### src/eio_consts.svh
`ifndef EIO_CONSTS_SVH
`define EIO_CONSTS_SVH

// Counter width
`define EIO_COUNT_WIDTH 32

// Register byte offsets
`define EIO_ADDR_CTRL      8'h00
`define EIO_ADDR_VM_RATE   8'h04
`define EIO_ADDR_ERR       8'h08
`define EIO_ADDR_IRQ_STAT  8'h0c
`define EIO_ADDR_IRQ_CLR   8'h10
`define EIO_ADDR_IRQ_EN    8'h14
`define EIO_ADDR_POS_ERR   8'h18
`define EIO_ADDR_VM_POS    8'h1c
// Per-channel banks, selected by address bits 7:4, channel in bits 3:2
`define EIO_BANK_COUNT     4'h2
`define EIO_BANK_OFFSET    4'h3
`define EIO_BANK_GAIN      4'h4

// Control register fields
`define EIO_CTRL_MULT_LSB  0
`define EIO_CTRL_INV_LSB   8
`define EIO_CTRL_VM_DIR    12
`define EIO_CTRL_PULSE_SEL 13
`define EIO_CTRL_VIEW_SEL  14
`define EIO_CTRL_RESET     32'h0000_1000

// Interrupt status bits
`define EIO_IRQ_ERR_SET    0
`define EIO_IRQ_ERR_CLR    1

// Analogue scaling
`define EIO_ANA_LIMIT      13'h07ff
`define EIO_GAIN_FULL      11'h3e8
`define EIO_OFFSET_RESET   12'h000
`define EIO_MV_PER_CV      28'h00a
`define EIO_ANA_SHIFT      11

// Timing
`define EIO_CLK_PERIOD_NS   8
`define EIO_BLINK_PERIOD_MS 1000
`define EIO_BLINK_HALF_CYCLES \
  ((`EIO_BLINK_PERIOD_MS * 1000000) / `EIO_CLK_PERIOD_NS / 2)

// Position error display thresholds, encoder increments
`define EIO_LED_TH_NEAR    16
`define EIO_LED_TH_MID     64

`endif

### src/eio_pkg.sv
`default_nettype none
package eio_pkg;
  typedef enum logic [1:0] {
    EIO_MULT_X1,
    EIO_MULT_X2,
    EIO_MULT_X4,
    EIO_MULT_BAD
  } eio_mult_t;
endpackage
`default_nettype wire

### src/eio_top.sv
// Implementation choices: the register offsets and the Avalon-MM register port.
`timescale 1ns/1ps
`default_nettype none
`include "eio_consts.svh"
module eio_top
  import eio_pkg::*;
#(
  parameter int unsigned BLINK_HALF  = `EIO_BLINK_HALF_CYCLES,
  parameter int unsigned LED_TH_NEAR = `EIO_LED_TH_NEAR,
  parameter int unsigned LED_TH_MID  = `EIO_LED_TH_MID
) (
  // Clock and reset
  input  wire logic               i_clock,
  input  wire logic               i_rstn,
  // Avalon-MM slave
  input  wire logic [7:0]         i_avs_address,
  input  wire logic               i_avs_read,
  input  wire logic               i_avs_write,
  input  wire logic [31:0]        i_avs_writedata,
  output logic [31:0]             o_avs_readdata,
  output logic                    o_avs_waitrequest,
  // Encoder pins, channel 0 is the line encoder
  input  wire logic [3:0]         i_enc_a,
  input  wire logic [3:0]         i_enc_b,
  // Control pins
  input  wire logic               i_clear_error,
  input  wire logic               i_control_enable,
  // Control loop, same clock
  input  wire logic signed [31:0] i_pos_error,
  input  wire logic [5:0]         i_digital_outputs,
  input  wire logic               i_error_detect,
  input  wire logic [47:0]        i_ana_demand,
  // Outputs
  output logic [63:0]             o_ana_mv,
  output logic                    o_pulse_a,
  output logic                    o_pulse_b,
  output logic [5:0]              o_led,
  output logic                    o_error,
  output logic                    o_irq
);
  localparam logic signed [31:0] TH_NEAR = 32'(LED_TH_NEAR);
  localparam logic signed [31:0] TH_MID  = 32'(LED_TH_MID);
  localparam logic [31:0]        BLINK_LAST = 32'(BLINK_HALF - 1);

  logic [31:0]      ctrl;
  logic [31:0]      vm_rate;
  logic [31:0]      vm_acc;
  logic [31:0]      vm_pos;
  logic [1:0]       vm_phase;
  logic [1:0]       irq_stat;
  logic [1:0]       irq_en;
  logic             ack;
  logic             err_pending;
  logic             clr_meta;
  logic             clr_sync;
  logic             en_meta;
  logic             en_sync;
  logic [31:0]      blink_cnt;
  logic             blink_on;
  logic [11:0]      offset [4];
  logic [10:0]      gain [4];
  logic [3:0][31:0] count;
  logic [3:0]       enc_a_sync;
  logic [3:0]       enc_b_sync;

  function automatic logic [31:0] eio_abs(input logic signed [31:0] v);
    return v[31] ? 32'(-v) : 32'(v);
  endfunction

  function automatic logic [15:0] eio_scale(input logic [11:0] dem,
                                            input logic [11:0] off,
                                            input logic [10:0] g);
    logic signed [12:0] sum;
    logic signed [12:0] lim;
    logic signed [27:0] prod;
    sum  = 13'($signed(dem)) + 13'($signed(off));
    lim  = sum;
    if (sum > $signed(`EIO_ANA_LIMIT)) begin
      lim = $signed(`EIO_ANA_LIMIT);
    end else if (sum < -$signed(`EIO_ANA_LIMIT)) begin
      lim = -$signed(`EIO_ANA_LIMIT);
    end
    // 2047 counts taken as 2^11: under 0.05 % low at full scale, no divider
    prod = 28'(lim) * $signed({17'h0_0000, g}) * $signed(`EIO_MV_PER_CV);
    return 16'(prod >>> `EIO_ANA_SHIFT);
  endfunction

  // Bus decode
  logic        bus_req;
  logic        wr_fire;
  logic [3:0]  bank;
  logic [1:0]  chan;
  logic        wr_ctrl;
  logic        wr_rate;
  logic        wr_irq_clr;
  logic        wr_irq_en;
  logic        wr_offset;
  logic        wr_gain;
  logic [10:0] gain_wdata;
  logic [31:0] next_readdata;

  assign bus_req           = i_avs_read | i_avs_write;
  // One wait state: read data are latched while waitrequest is high
  assign o_avs_waitrequest = bus_req & ~ack;
  assign wr_fire           = i_avs_write & ack;
  assign bank              = i_avs_address[7:4];
  assign chan              = i_avs_address[3:2];
  assign wr_ctrl    = wr_fire && (i_avs_address == `EIO_ADDR_CTRL);
  assign wr_rate    = wr_fire && (i_avs_address == `EIO_ADDR_VM_RATE);
  assign wr_irq_clr = wr_fire && (i_avs_address == `EIO_ADDR_IRQ_CLR);
  assign wr_irq_en  = wr_fire && (i_avs_address == `EIO_ADDR_IRQ_EN);
  assign wr_offset  = wr_fire && (bank == `EIO_BANK_OFFSET) && (i_avs_address[1:0] == 2'h0);
  assign wr_gain    = wr_fire && (bank == `EIO_BANK_GAIN) && (i_avs_address[1:0] == 2'h0);
  assign gain_wdata = (i_avs_writedata > 32'(`EIO_GAIN_FULL)) ? `EIO_GAIN_FULL :
                      i_avs_writedata[10:0];

  always_comb begin
    next_readdata = 32'h0000_0000;
    if (i_avs_address == `EIO_ADDR_CTRL) begin
      next_readdata = ctrl;
    end else if (i_avs_address == `EIO_ADDR_VM_RATE) begin
      next_readdata = vm_rate;
    end else if (i_avs_address == `EIO_ADDR_ERR) begin
      next_readdata = {31'h0000_0000, err_pending};
    end else if (i_avs_address == `EIO_ADDR_IRQ_STAT) begin
      next_readdata = {30'h0000_0000, irq_stat};
    end else if (i_avs_address == `EIO_ADDR_IRQ_EN) begin
      next_readdata = {30'h0000_0000, irq_en};
    end else if (i_avs_address == `EIO_ADDR_POS_ERR) begin
      next_readdata = i_pos_error;
    end else if (i_avs_address == `EIO_ADDR_VM_POS) begin
      next_readdata = vm_pos;
    end else if (i_avs_address[1:0] != 2'h0) begin
      next_readdata = 32'h0000_0000;
    end else if (bank == `EIO_BANK_COUNT) begin
      next_readdata = count[chan];
    end else if (bank == `EIO_BANK_OFFSET) begin
      next_readdata = {{20{offset[chan][11]}}, offset[chan]};
    end else if (bank == `EIO_BANK_GAIN) begin
      next_readdata = {21'h00_0000, gain[chan]};
    end
  end

  always_ff @(posedge i_clock or negedge i_rstn) begin
    if (!i_rstn) begin
      ack            <= 1'b0;
      o_avs_readdata <= 32'h0000_0000;
      ctrl           <= `EIO_CTRL_RESET;
      vm_rate        <= 32'h0000_0000;
      irq_en         <= 2'h0;
    end else begin
      ack <= bus_req & ~ack;
      if (i_avs_read && !ack) begin
        o_avs_readdata <= next_readdata;
      end
      if (wr_ctrl) begin
        ctrl <= i_avs_writedata;
      end
      if (wr_rate) begin
        vm_rate <= i_avs_writedata;
      end
      if (wr_irq_en) begin
        irq_en <= i_avs_writedata[1:0];
      end
    end
  end

  // Analogue outputs
  always_ff @(posedge i_clock or negedge i_rstn) begin
    if (!i_rstn) begin
      for (int i = 0; i < 4; i++) begin
        offset[i] <= `EIO_OFFSET_RESET;
        gain[i]   <= `EIO_GAIN_FULL;
      end
      o_ana_mv <= 64'h0000_0000_0000_0000;
    end else begin
      if (wr_offset) begin
        offset[chan] <= i_avs_writedata[11:0];
      end
      if (wr_gain) begin
        gain[chan] <= gain_wdata;
      end
      for (int i = 0; i < 4; i++) begin
        o_ana_mv[16*i +: 16] <= eio_scale(i_ana_demand[12*i +: 12],
                                          offset[i], gain[i]);
      end
    end
  end

  // Encoder counters
  for (genvar g = 0; g < 4; g++) begin : g_cnt
    eio_quad_counter u_cnt (
      .i_clock  (i_clock),
      .i_rstn   (i_rstn),
      .i_enc_a  (i_enc_a[g]),
      .i_enc_b  (i_enc_b[g]),
      .i_mult   (eio_mult_t'(ctrl[`EIO_CTRL_MULT_LSB + 2*g +: 2])),
      .i_invert (ctrl[`EIO_CTRL_INV_LSB + g]),
      .o_a      (enc_a_sync[g]),
      .o_b      (enc_b_sync[g]),
      .o_count  (count[g])
    );
  end

  // Virtual master: phase accumulator, one quadrature step per carry
  logic [32:0] vm_sum;
  logic        vm_dir;
  assign vm_sum = {1'b0, vm_acc} + {1'b0, vm_rate};
  assign vm_dir = ctrl[`EIO_CTRL_VM_DIR];

  always_ff @(posedge i_clock or negedge i_rstn) begin
    if (!i_rstn) begin
      vm_acc   <= 32'h0000_0000;
      vm_pos   <= 32'h0000_0000;
      vm_phase <= 2'h0;
    end else begin
      vm_acc <= vm_sum[31:0];
      if (vm_sum[32]) begin
        // Phase runs backwards for forward so that A leads B
        vm_pos   <= vm_dir ? vm_pos + 32'h1 : vm_pos - 32'h1;
        vm_phase <= vm_dir ? vm_phase - 2'h1 : vm_phase + 2'h1;
      end
    end
  end

  logic next_pulse_a;
  logic next_pulse_b;
  assign next_pulse_a = ctrl[`EIO_CTRL_PULSE_SEL] ? vm_phase[1] : enc_a_sync[0];
  assign next_pulse_b = ctrl[`EIO_CTRL_PULSE_SEL] ? ^vm_phase : enc_b_sync[0];

  // Error state and interrupts
  logic       err_clear;
  logic       next_err;
  logic [1:0] irq_set;
  logic [1:0] irq_clr_mask;
  assign err_clear    = clr_sync | ~en_sync;
  // A new error in the clearing cycle wins
  assign next_err     = i_error_detect | (err_pending & ~err_clear);
  assign irq_set[`EIO_IRQ_ERR_SET] = next_err & ~err_pending;
  assign irq_set[`EIO_IRQ_ERR_CLR] = err_pending & ~next_err;
  assign irq_clr_mask = wr_irq_clr ? i_avs_writedata[1:0] : 2'h0;
  assign o_irq        = |(irq_stat & irq_en);
  assign o_error      = err_pending;

  // Indicator LEDs
  logic [31:0] err_mag;
  logic [1:0]  err_lvl;
  logic [5:0]  err_bar;
  logic [5:0]  next_led;
  assign err_mag  = eio_abs(i_pos_error);
  assign err_lvl  = (err_mag <= 32'(TH_NEAR)) ? 2'h0 :
                    (err_mag <= 32'(TH_MID)) ? 2'h1 : 2'h2;
  // Bit 5 is the leftmost LED
  assign err_bar  = i_pos_error[31] ? (6'h08 << err_lvl) : (6'h04 >> err_lvl);
  assign next_led = err_pending ? {6{blink_on}} :
                    ctrl[`EIO_CTRL_VIEW_SEL] ? err_bar :
                    i_digital_outputs;

  always_ff @(posedge i_clock or negedge i_rstn) begin
    if (!i_rstn) begin
      clr_meta    <= 1'b0;
      clr_sync    <= 1'b0;
      en_meta     <= 1'b0;
      en_sync     <= 1'b0;
      err_pending <= 1'b0;
      irq_stat    <= 2'h0;
      blink_cnt   <= 32'h0000_0000;
      blink_on    <= 1'b1;
      o_led       <= 6'h00;
      o_pulse_a   <= 1'b0;
      o_pulse_b   <= 1'b0;
    end else begin
      clr_meta    <= i_clear_error;
      clr_sync    <= clr_meta;
      en_meta     <= i_control_enable;
      en_sync     <= en_meta;
      err_pending <= next_err;
      irq_stat    <= irq_set | (irq_stat & ~irq_clr_mask);
      if (!err_pending || blink_cnt == BLINK_LAST) begin
        blink_cnt <= 32'h0000_0000;
      end else begin
        blink_cnt <= blink_cnt + 32'h1;
      end
      blink_on  <= !err_pending ? 1'b1 : (blink_cnt == BLINK_LAST) ? ~blink_on : blink_on;
      o_led     <= next_led;
      o_pulse_a <= next_pulse_a;
      o_pulse_b <= next_pulse_b;
    end
  end
endmodule
`default_nettype wire

### src/eio_quad_counter.sv
`timescale 1ns/1ps
`default_nettype none
`include "eio_consts.svh"
module eio_quad_counter
  import eio_pkg::*;
#(
  parameter int WIDTH = `EIO_COUNT_WIDTH
) (
  // Clock and reset
  input  wire logic             i_clock,
  input  wire logic             i_rstn,
  // Encoder pins
  input  wire logic             i_enc_a,
  input  wire logic             i_enc_b,
  // Settings
  input  wire eio_mult_t        i_mult,
  input  wire logic             i_invert,
  // Synchronised phases and count
  output logic                  o_a,
  output logic                  o_b,
  output logic [WIDTH-1:0]      o_count
);
  logic a_meta;
  logic b_meta;
  logic a_prev;
  logic b_prev;
  logic a_edge;
  logic b_edge;
  logic fwd;
  logic up;
  logic step;

  assign a_edge = o_a ^ a_prev;
  assign b_edge = o_b ^ b_prev;
  // Both phases moving at once is a glitch, never a count
  assign fwd    = a_edge ? (o_a ^ o_b) : ~(o_a ^ o_b);
  assign up     = fwd ^ i_invert;
  assign step   = (i_mult == EIO_MULT_X4) ? (a_edge ^ b_edge) :
                  (i_mult == EIO_MULT_X2) ? (a_edge & ~b_edge) :
                  (a_edge & o_a & ~b_edge);

  always_ff @(posedge i_clock or negedge i_rstn) begin
    if (!i_rstn) begin
      a_meta  <= 1'b0;
      b_meta  <= 1'b0;
      o_a     <= 1'b0;
      o_b     <= 1'b0;
      a_prev  <= 1'b0;
      b_prev  <= 1'b0;
      o_count <= '0;
    end else begin
      a_meta <= i_enc_a;
      b_meta <= i_enc_b;
      o_a    <= a_meta;
      o_b    <= b_meta;
      a_prev <= o_a;
      b_prev <= o_b;
      if (step) begin
        o_count <= up ? o_count + WIDTH'(1) : o_count - WIDTH'(1);
      end
    end
  end
endmodule
`default_nettype wire

### config.mk
export PLATFORM = sky130hd
export DESIGN_NAME = eio_top
export DESIGN_NICKNAME = d
export VERILOG_FILES = /design/src/eio_pkg.sv /design/src/eio_top.sv /design/src/eio_quad_counter.sv
export VERILOG_INCLUDE_DIRS = /design/src
export SDC_FILE = /design/constraint.sdc
export NUM_CORES = 2
export LEC_CHECK = 0
export BUFFER_PORTS_ARGS = -buffer_cell sky130_fd_sc_hd__buf_4
export CAP_MARGIN = 15
export CORE_ASPECT_RATIO = 0.6
export CORE_MARGIN = 2
export CORE_UTILIZATION = 30
export DETAILED_ROUTE_END_ITERATION = 8
export HOLD_SLACK_MARGIN = 0.02
export PLACE_DENSITY = 0.44
export REMOVE_ABC_BUFFERS = 1
export SLEW_MARGIN = 20
export SYNTH_ARGS = -nofsm -noshare
export SYNTH_HDL_FRONTEND = slang
export SYNTH_SLANG_ARGS = --single-unit
### constraint.sdc
create_clock -name i_clock -period 9.25 [get_ports i_clock]
set_clock_uncertainty 0.2 [all_clocks]
set_input_delay 1.85 -clock i_clock [delete_from_list [all_inputs] [get_ports i_clock]]
set_output_delay 1.85 -clock i_clock [all_outputs]
set_load 0.005 [all_outputs]
### Word level (Yosys, flattened, before mapping)

Index checks and enable logic that the tools add are counted.

| storage, ports and cells | value |
|---|---|
| register bits | 521 |
| output and inout bits | 107 |

| cells by class | value |
|---|---|
| $add $sub $neg | 19 |
| multipliers | 8 |
| $lt $le $gt $ge | 14 |
| equal/unequal tests | 20 |
| shifts and indexed selects | 2 |
| multiplexer cells | 64 |
| bitwise operators | 59 |
| reduce and logical (&&, ||, !) cells | 18 |

Operator list:

| operator | count |
|---|---|
| 32-bit 2-to-1 mux | 18 |
| 32-bit by 1-bit adder with 32-bit output (second input constant) | 6 |
| 32-bit by 1-bit subtractor with 32-bit output (second input constant) | 5 |
| 25-bit by 4-bit multiplier with 26-bit output (second input constant) | 4 |
| 13-bit 2-to-1 mux | 8 |
| 13-bit by 12-bit multiplier with 25-bit output | 4 |
| 32-bit binary-select mux with 2-bit select | 1 |
| 11-bit 2-to-1 mux | 5 |
| 12-bit by 12-bit adder with 13-bit output | 4 |
| 13-bit by 12-bit > comparator with 1-bit output (second input constant) | 4 |
| 13-bit by 12-bit < comparator with 1-bit output (second input constant) | 4 |
| 48-bit bitwise mux | 1 |
| 44-bit bitwise mux | 1 |
| 12-bit 2-to-1 mux | 3 |
| 32-bit by 32-bit adder with 33-bit output | 1 |
| 32-bit by 26-bit == test with 1-bit output (second input constant) | 1 |
| 8-bit by 5-bit == test with 1-bit output (second input constant) | 4 |
| 32-bit by 10-bit > comparator with 1-bit output (second input constant) | 1 |
| 32-bit by 5-bit less-or-equal comparator with 1-bit output (second input constant) | 1 |
| 32-bit by 7-bit less-or-equal comparator with 1-bit output (second input constant) | 1 |
| 32-bit negation | 1 |
| 12-bit binary-select mux with 2-bit select | 1 |
| 12-bit demux with 2-bit select | 1 |
| 11-bit binary-select mux with 2-bit select | 1 |
| 34 further kinds | 123 |

### Depth between registers and ports, before layout

| logic depth | value |
|---|---|
| depth after elaboration | 15 |
| gate-level depth with buffers | 48 |

### Cells and area by module

Synthesis repeated with hierarchy kept, for this count alone.

| unflattened totals | value |
|---|---|
| cell total of the unflattened synthesis | 6495 |
| area, all modules | 58208.3 um2 |

Modules (own cells, without submodules):

| module | times used | cells an instance | area each (um2) |
|---|---|---|---|
| eio_top | 1 | 5279 | 48018.6 |
| eio_quad_counter | 4 | 304 | 2547.4 |

### Worst setup path after synthesis

No wires, ideal clock.

| timing | value |
|---|---|
| kind | input port to flip-flop |
| start | input port i_ana_demand[0] |
| end | register o_ana_mv[15] |
| library setup time | 80 ps |
| arrival time | 10570 ps |
| slack | -1599 ps |
| stages on the path | 41 |
| path buffers | 1 |
| cells stage by stage | ha_1 -> inv_1 -> fa_1 -> nor2b_1 -> o31a_1 -> o2111ai_1 -> a21boi_0 -> o22ai_1 -> and4b_1 -> nor2_1 -> nor2_1 -> a21oi_1 -> clkbuf_1 -> and2_1 -> fa_1 -> inv_1 -> fa_1 -> inv_1 -> (+5 left out) -> ha_1 -> a21o_1 -> a2111oi_0 -> o21ai_0 -> a21oi_1 -> a21oi_1 -> a21o_1 -> a21oi_1 -> xnor2_1 -> ha_1 -> ha_1 -> o21ai_0 -> nand2b_1 -> a21o_1 -> a21oi_1 -> o31ai_1 -> o31ai_1 -> xnor2_1 |

| between the ends | value |
|---|---|
| word-level cells in the longest chain between the ends | 6 |
| elaborated cells between the ends (all ways) | 7 |

Ends and longest elaborated chain:

| element | RTL line | source |
|---|---|---|
| start: declaration | eio_top.sv:32 | `input wire logic [47:0] i_ana_demand,` |
| 12-bit by 12-bit adder with 13-bit output (*) | eio_top.sv:76 | `sum = 13'($signed(dem)) + 13'($signed(off));` |
| 13-bit by 12-bit < comparator with 1-bit output | eio_top.sv:80 | `` end else if (sum < -$signed(`EIO_ANA_LIMIT)) begin `` |
| 13-bit 2-to-1 mux | eio_top.sv:80 |  |
| 13-bit 2-to-1 mux (*) | eio_top.sv:78 | `` if (sum > $signed(`EIO_ANA_LIMIT)) begin `` |
| 13-bit by 12-bit multiplier with 25-bit output (*) | eio_top.sv:84 | `` prod = 28'(lim) * $signed({17'h0_0000, g}) * $signed(`EIO_MV_PER_CV); `` |
| 25-bit by 4-bit multiplier with 26-bit output (*) | eio_top.sv:84 |  |
| end signal: indexed assignment | eio_top.sv:184 | `o_ana_mv[16*i +: 16] <= eio_scale(i_ana_demand[12*i +: 12],` |
| end: declaration | eio_top.sv:34 | `output logic [63:0] o_ana_mv,` |

Mark *: on every way between the ends. The rest lies on a longest branch, timed or not.
A chain may end at the register's enable or synchronous reset.

### Worst setup path in the final report

| timing | value |
|---|---|
| start | input port i_ana_demand[36] |
| end | register o_ana_mv[63] |

The elaborated chain is that of the path after synthesis.

==> results.yml <==
status:
  outcome: "finished with violations"
  violations: "negative setup slack"
route:
  drt_iter0_drc: 3134
  postRouteAntennaNets: 0
  vias_per_cell: 4.80
  routed_wl_um: 192000
  first_pass_iters: 7
  drc: 0
  wl_per_cell_um: 18.8
  vias: 49100
placement:
  place_area_um2: 69700
  place_ws_ns: -2.21
  gp_congestion: 0.886
  portBuffers: 247
  place_inst: 9970
  hpwl_um: 154000
global_routing:
  grt.overflow.total: 0
  grt_pass1_vias: 49600
  track_usage_pct: 19.0
  antenna_found_initial: 8
  grt_pass1_wl_um: 298000
  grt_max_degree: 117
power_and_ir_drop:
  finalPower_mw: 13.1
  clock_power_share_pct: 21.5
  switching_share_pct: 40.8
  pwr-share-seq_pct: 25.5
  p_leak_nw: 38.3
  ir_drop_v: 0.000152
  p_sw_mw: 5.34
  pwr-share-comb_pct: 53.0
  intPower_mw: 7.75
  power.density_nw_per_um2: 170
clock_tree:
  root_buffer: "clkbuf_16"
  numCtsBuffers: 61
  cts_buffer_depth: 3
  cts_sinks: 521
  clock_latency_ns: 0.74
  cts.clk_slew.worst_paths_ns: 0.06
  cts_tree: "done"
  htree_num_levels: 2
  cts-hold-fix-buffers: 0
worst_hold_path:
  hold_class: "flop to flop"
critical_path:
  worst_path_most_repeated_cell: "fa_1"
  path_class: "primary input to flop"
  max_stage_delay_ns: 0.57
  crit_path_max_fanout: 5
  worst_setup_path_start_kind: "primary input"
  cp.arrival_ns: 10.51
  crit_buf_inv: 7
  crit_slowest_cell: "fa_1"
  crit_family: "adder cells"
  crit_required_ns: 9.68
  crit_path_end_kind: "flop"
synth:
  synth_seq_cells: 521
  ys_seq_area_share_pct: 22.1
  synthSimpleGateAreaFrac_pct: 13.5
  async_flop_share_pct: 100
  avgSynthCellArea_um2: 9.11
  yosysUniqueCellTypes: 90
  synth_top_family_by_area: "adder cells"
  synthMuxAreaShare_pct: 4.98
  synth_cells: 6503
  netlist_area_um2: 59200
  synth_edf_count: 0
  yosys_most_used_dff: "dfrtp_1"
  synth-adder-area-share_pct: 31.6
  synth_xor_area_share_pct: 6.19
  synth_compound_area_share_pct: 14.3
  yosysWarnings: 0
cells_and_area:
  regArea_um2: 13100
  layoutNonFillerInstCount: 10200
  drive_above_1_share_pct: 28.3
  layout.nets: 8831
  fill_cells: 19700
  utilization_pct: 39.3
  stdcell_area_um2: 77100
  area_growth_pct: 30.2
  multi_input_area_um2: 45700
timing:
  rsz0062_at_grt: "true"
  layout_setup_ws_ns: -0.831
  fin_setup_tns_ns: -13.63
  setup_viol: 42
  fmax_mhz: 99.2
  final_hold_viol_count: 0
  hold_slack_ns: 0.158
  fin_crit_sh_pct: 109
  worst_pin_slew_ns: 1.10
  slew_headroom_pct: 26.3
  period_needed_ns: 10.08
  slew_violations: 0
floorplanning:
  core_um2: 196000
  die_y_um: 348
  rows: 126
  start_util_pct: 30.2
  die-area_um2: 201000
  chipWidth_um: 578
  ioPinCount: 248
flow_run:
  cap_violations: 0
[cells in the mapped netlist, types with 17 or more instances]
| cell | count | area share [%] |
|---|---|---|
| inv_1 | 962 | 6.1 |
| a21oi_1 | 370 | 3.1 |
| dfstp_2 | 26 | 1.2 |
| ha_1 | 607 | 13 |
| and3_1 | 53 | 0.56 |
| o21ai_1 | 30 | 0.25 |
| nand2_1 | 669 | 4.2 |
| o31ai_1 | 21 | 0.27 |
| or3_1 | 34 | 0.36 |
| o21bai_1 | 36 | 0.46 |
| a22oi_1 | 67 | 0.85 |
| clkbuf_1 | 174 | 1.1 |
| dfrtp_1 | 495 | 21 |
| maj3_1 | 17 | 0.29 |
| a21o_1 | 144 | 1.8 |
| nor4_1 | 23 | 0.24 |
| xor2_1 | 154 | 2.3 |
| nand4_1 | 30 | 0.32 |
| or2_2 | 17 | 0.18 |
| mux2_2 | 143 | 2.7 |
| nor2b_1 | 87 | 0.92 |
| nor3_1 | 64 | 0.54 |
| nand3_1 | 82 | 0.69 |
| a211oi_1 | 29 | 0.37 |
| nor2_1 | 358 | 2.3 |
| a31oi_1 | 66 | 0.70 |
| o21a_1 | 76 | 0.96 |
| o211ai_1 | 35 | 0.44 |
| mux4_2 | 55 | 2.1 |
| nand2b_1 | 57 | 0.60 |
| fa_1 | 546 | 18 |
| o21ai_0 | 276 | 2.3 |
| xnor2_1 | 265 | 3.9 |
| and2_1 | 172 | 1.8 |
[routing by layer]
| layer | up-vias | global-route usage, % | part of all wire (%) |
|---|---|---|---|
| li1 | 23900 | - | - |
| met4 | 0 | 3.50 | 1.8 |
| met2 | 872 | 26.4 | 40 |
| met5 | - | 0 | 0 |
| met3 | 137 | 2.59 | 4.7 |
| met1 | 24200 | 30.6 | 54 |
[registers in the layout (all words and copies together), names as in the netlist, 6 cells and up]
signal	count
blink_cnt	32
ctrl	32
g_cnt.u_cnt.o_count	128
gain	44
o_ana_mv	64
o_avs_readdata	32
o_led	6
offset	48
vm_acc	32
vm_pos	32
vm_rate	32
[layout make-up]
type / instances / area share, %
diodes: 2 / 0.00649
clock buffers: 83 / 2.26
clock inverters: 33 / 0.680
inverters: 962 / 4.69
multi-input cells: 4819 / 59.2
flip-flops and latches: 521 / 16.9
well taps: 2624 / 4.26
repair buffers: 1172 / 12.0
[power groups by stage]
stage | Sequential (mW) | Combinational [mW] | Clock (mW)
6_report | 3.34 | 6.94 | 2.82
5_1_grt | 3.40 | 7.74 | 3.00
4_1_cts | 3.33 | 6.73 | 2.92
3_5_place_dp | 3.36 | 6.38 | 0
3_3_place_gp | 3.36 | 6.34 | 0
2_1_floorplan | 3.10 | 4.44 | 0
[cell usage in the layout (no fill, tap or decap), types with 218 or more instances in the layout]
master	netlist	routed
fa_1	546	519
inv_1	962	897
xnor2_1	265	218
buf_4	3	1074
a21oi_1	370	291
o21ai_0	276	232
nand2_1	669	640
dfrtp_1	495	495
nor2_1	358	325
ha_1	607	492
[worst register-to-register path, delay by kind of cell, from the launching register on]
family                   cells  cell delay, ns
adder cells (fa/ha/maj)      9            3.57
flip-flops                   1            0.43
AO/OA/AOI/OAI               15            2.46
AND/OR/NAND/NOR              8            1.78
buffers and inverters        6            0.41
XOR/XNOR                     3            0.40
[path summary, 6_finish.rpt]
kind	from	end	slack (ns)	cells after the start
max in group asynchronous	i_rstn	o_ana_mv[59]	5.87	3
min in group asynchronous	i_rstn	blink_cnt[17]	0.95	1
worst max register to register	offset[0]	o_ana_mv[63]	-0.12	41
worst min register to register	g_cnt[3].u_cnt.b_meta	g_cnt[3].u_cnt.o_b	0.16	0
worst max-delay path	i_ana_demand[36]	o_ana_mv[63]	-0.83	42
worst min-delay path	g_cnt[3].u_cnt.b_meta	g_cnt[3].u_cnt.o_b	0.16	0
[repair_timing]
item                       CTS  global route
resized for setup          542           299
pin swaps                  355           236
setup endpoints to repair   56            59
setup buffers               96            52
[cells by family (layout without fill, tap and decap cells)]
| family | count (synthesis) | count (layout) |
|---|---|---|
| AND/OR/NAND/NOR | 1699 | 1699 |
| AO/OA/AOI/OAI | 1323 | 1323 |
| adder cells (fa/ha/maj) | 1170 | 1170 |
| buffers and inverters | 1163 | 2250 |
| flip-flops | 521 | 521 |
| XOR/XNOR | 419 | 419 |
| multiplexers | 208 | 208 |
| other | 0 | 2 |
Note: power is estimated with default switching activity, not from simulation.
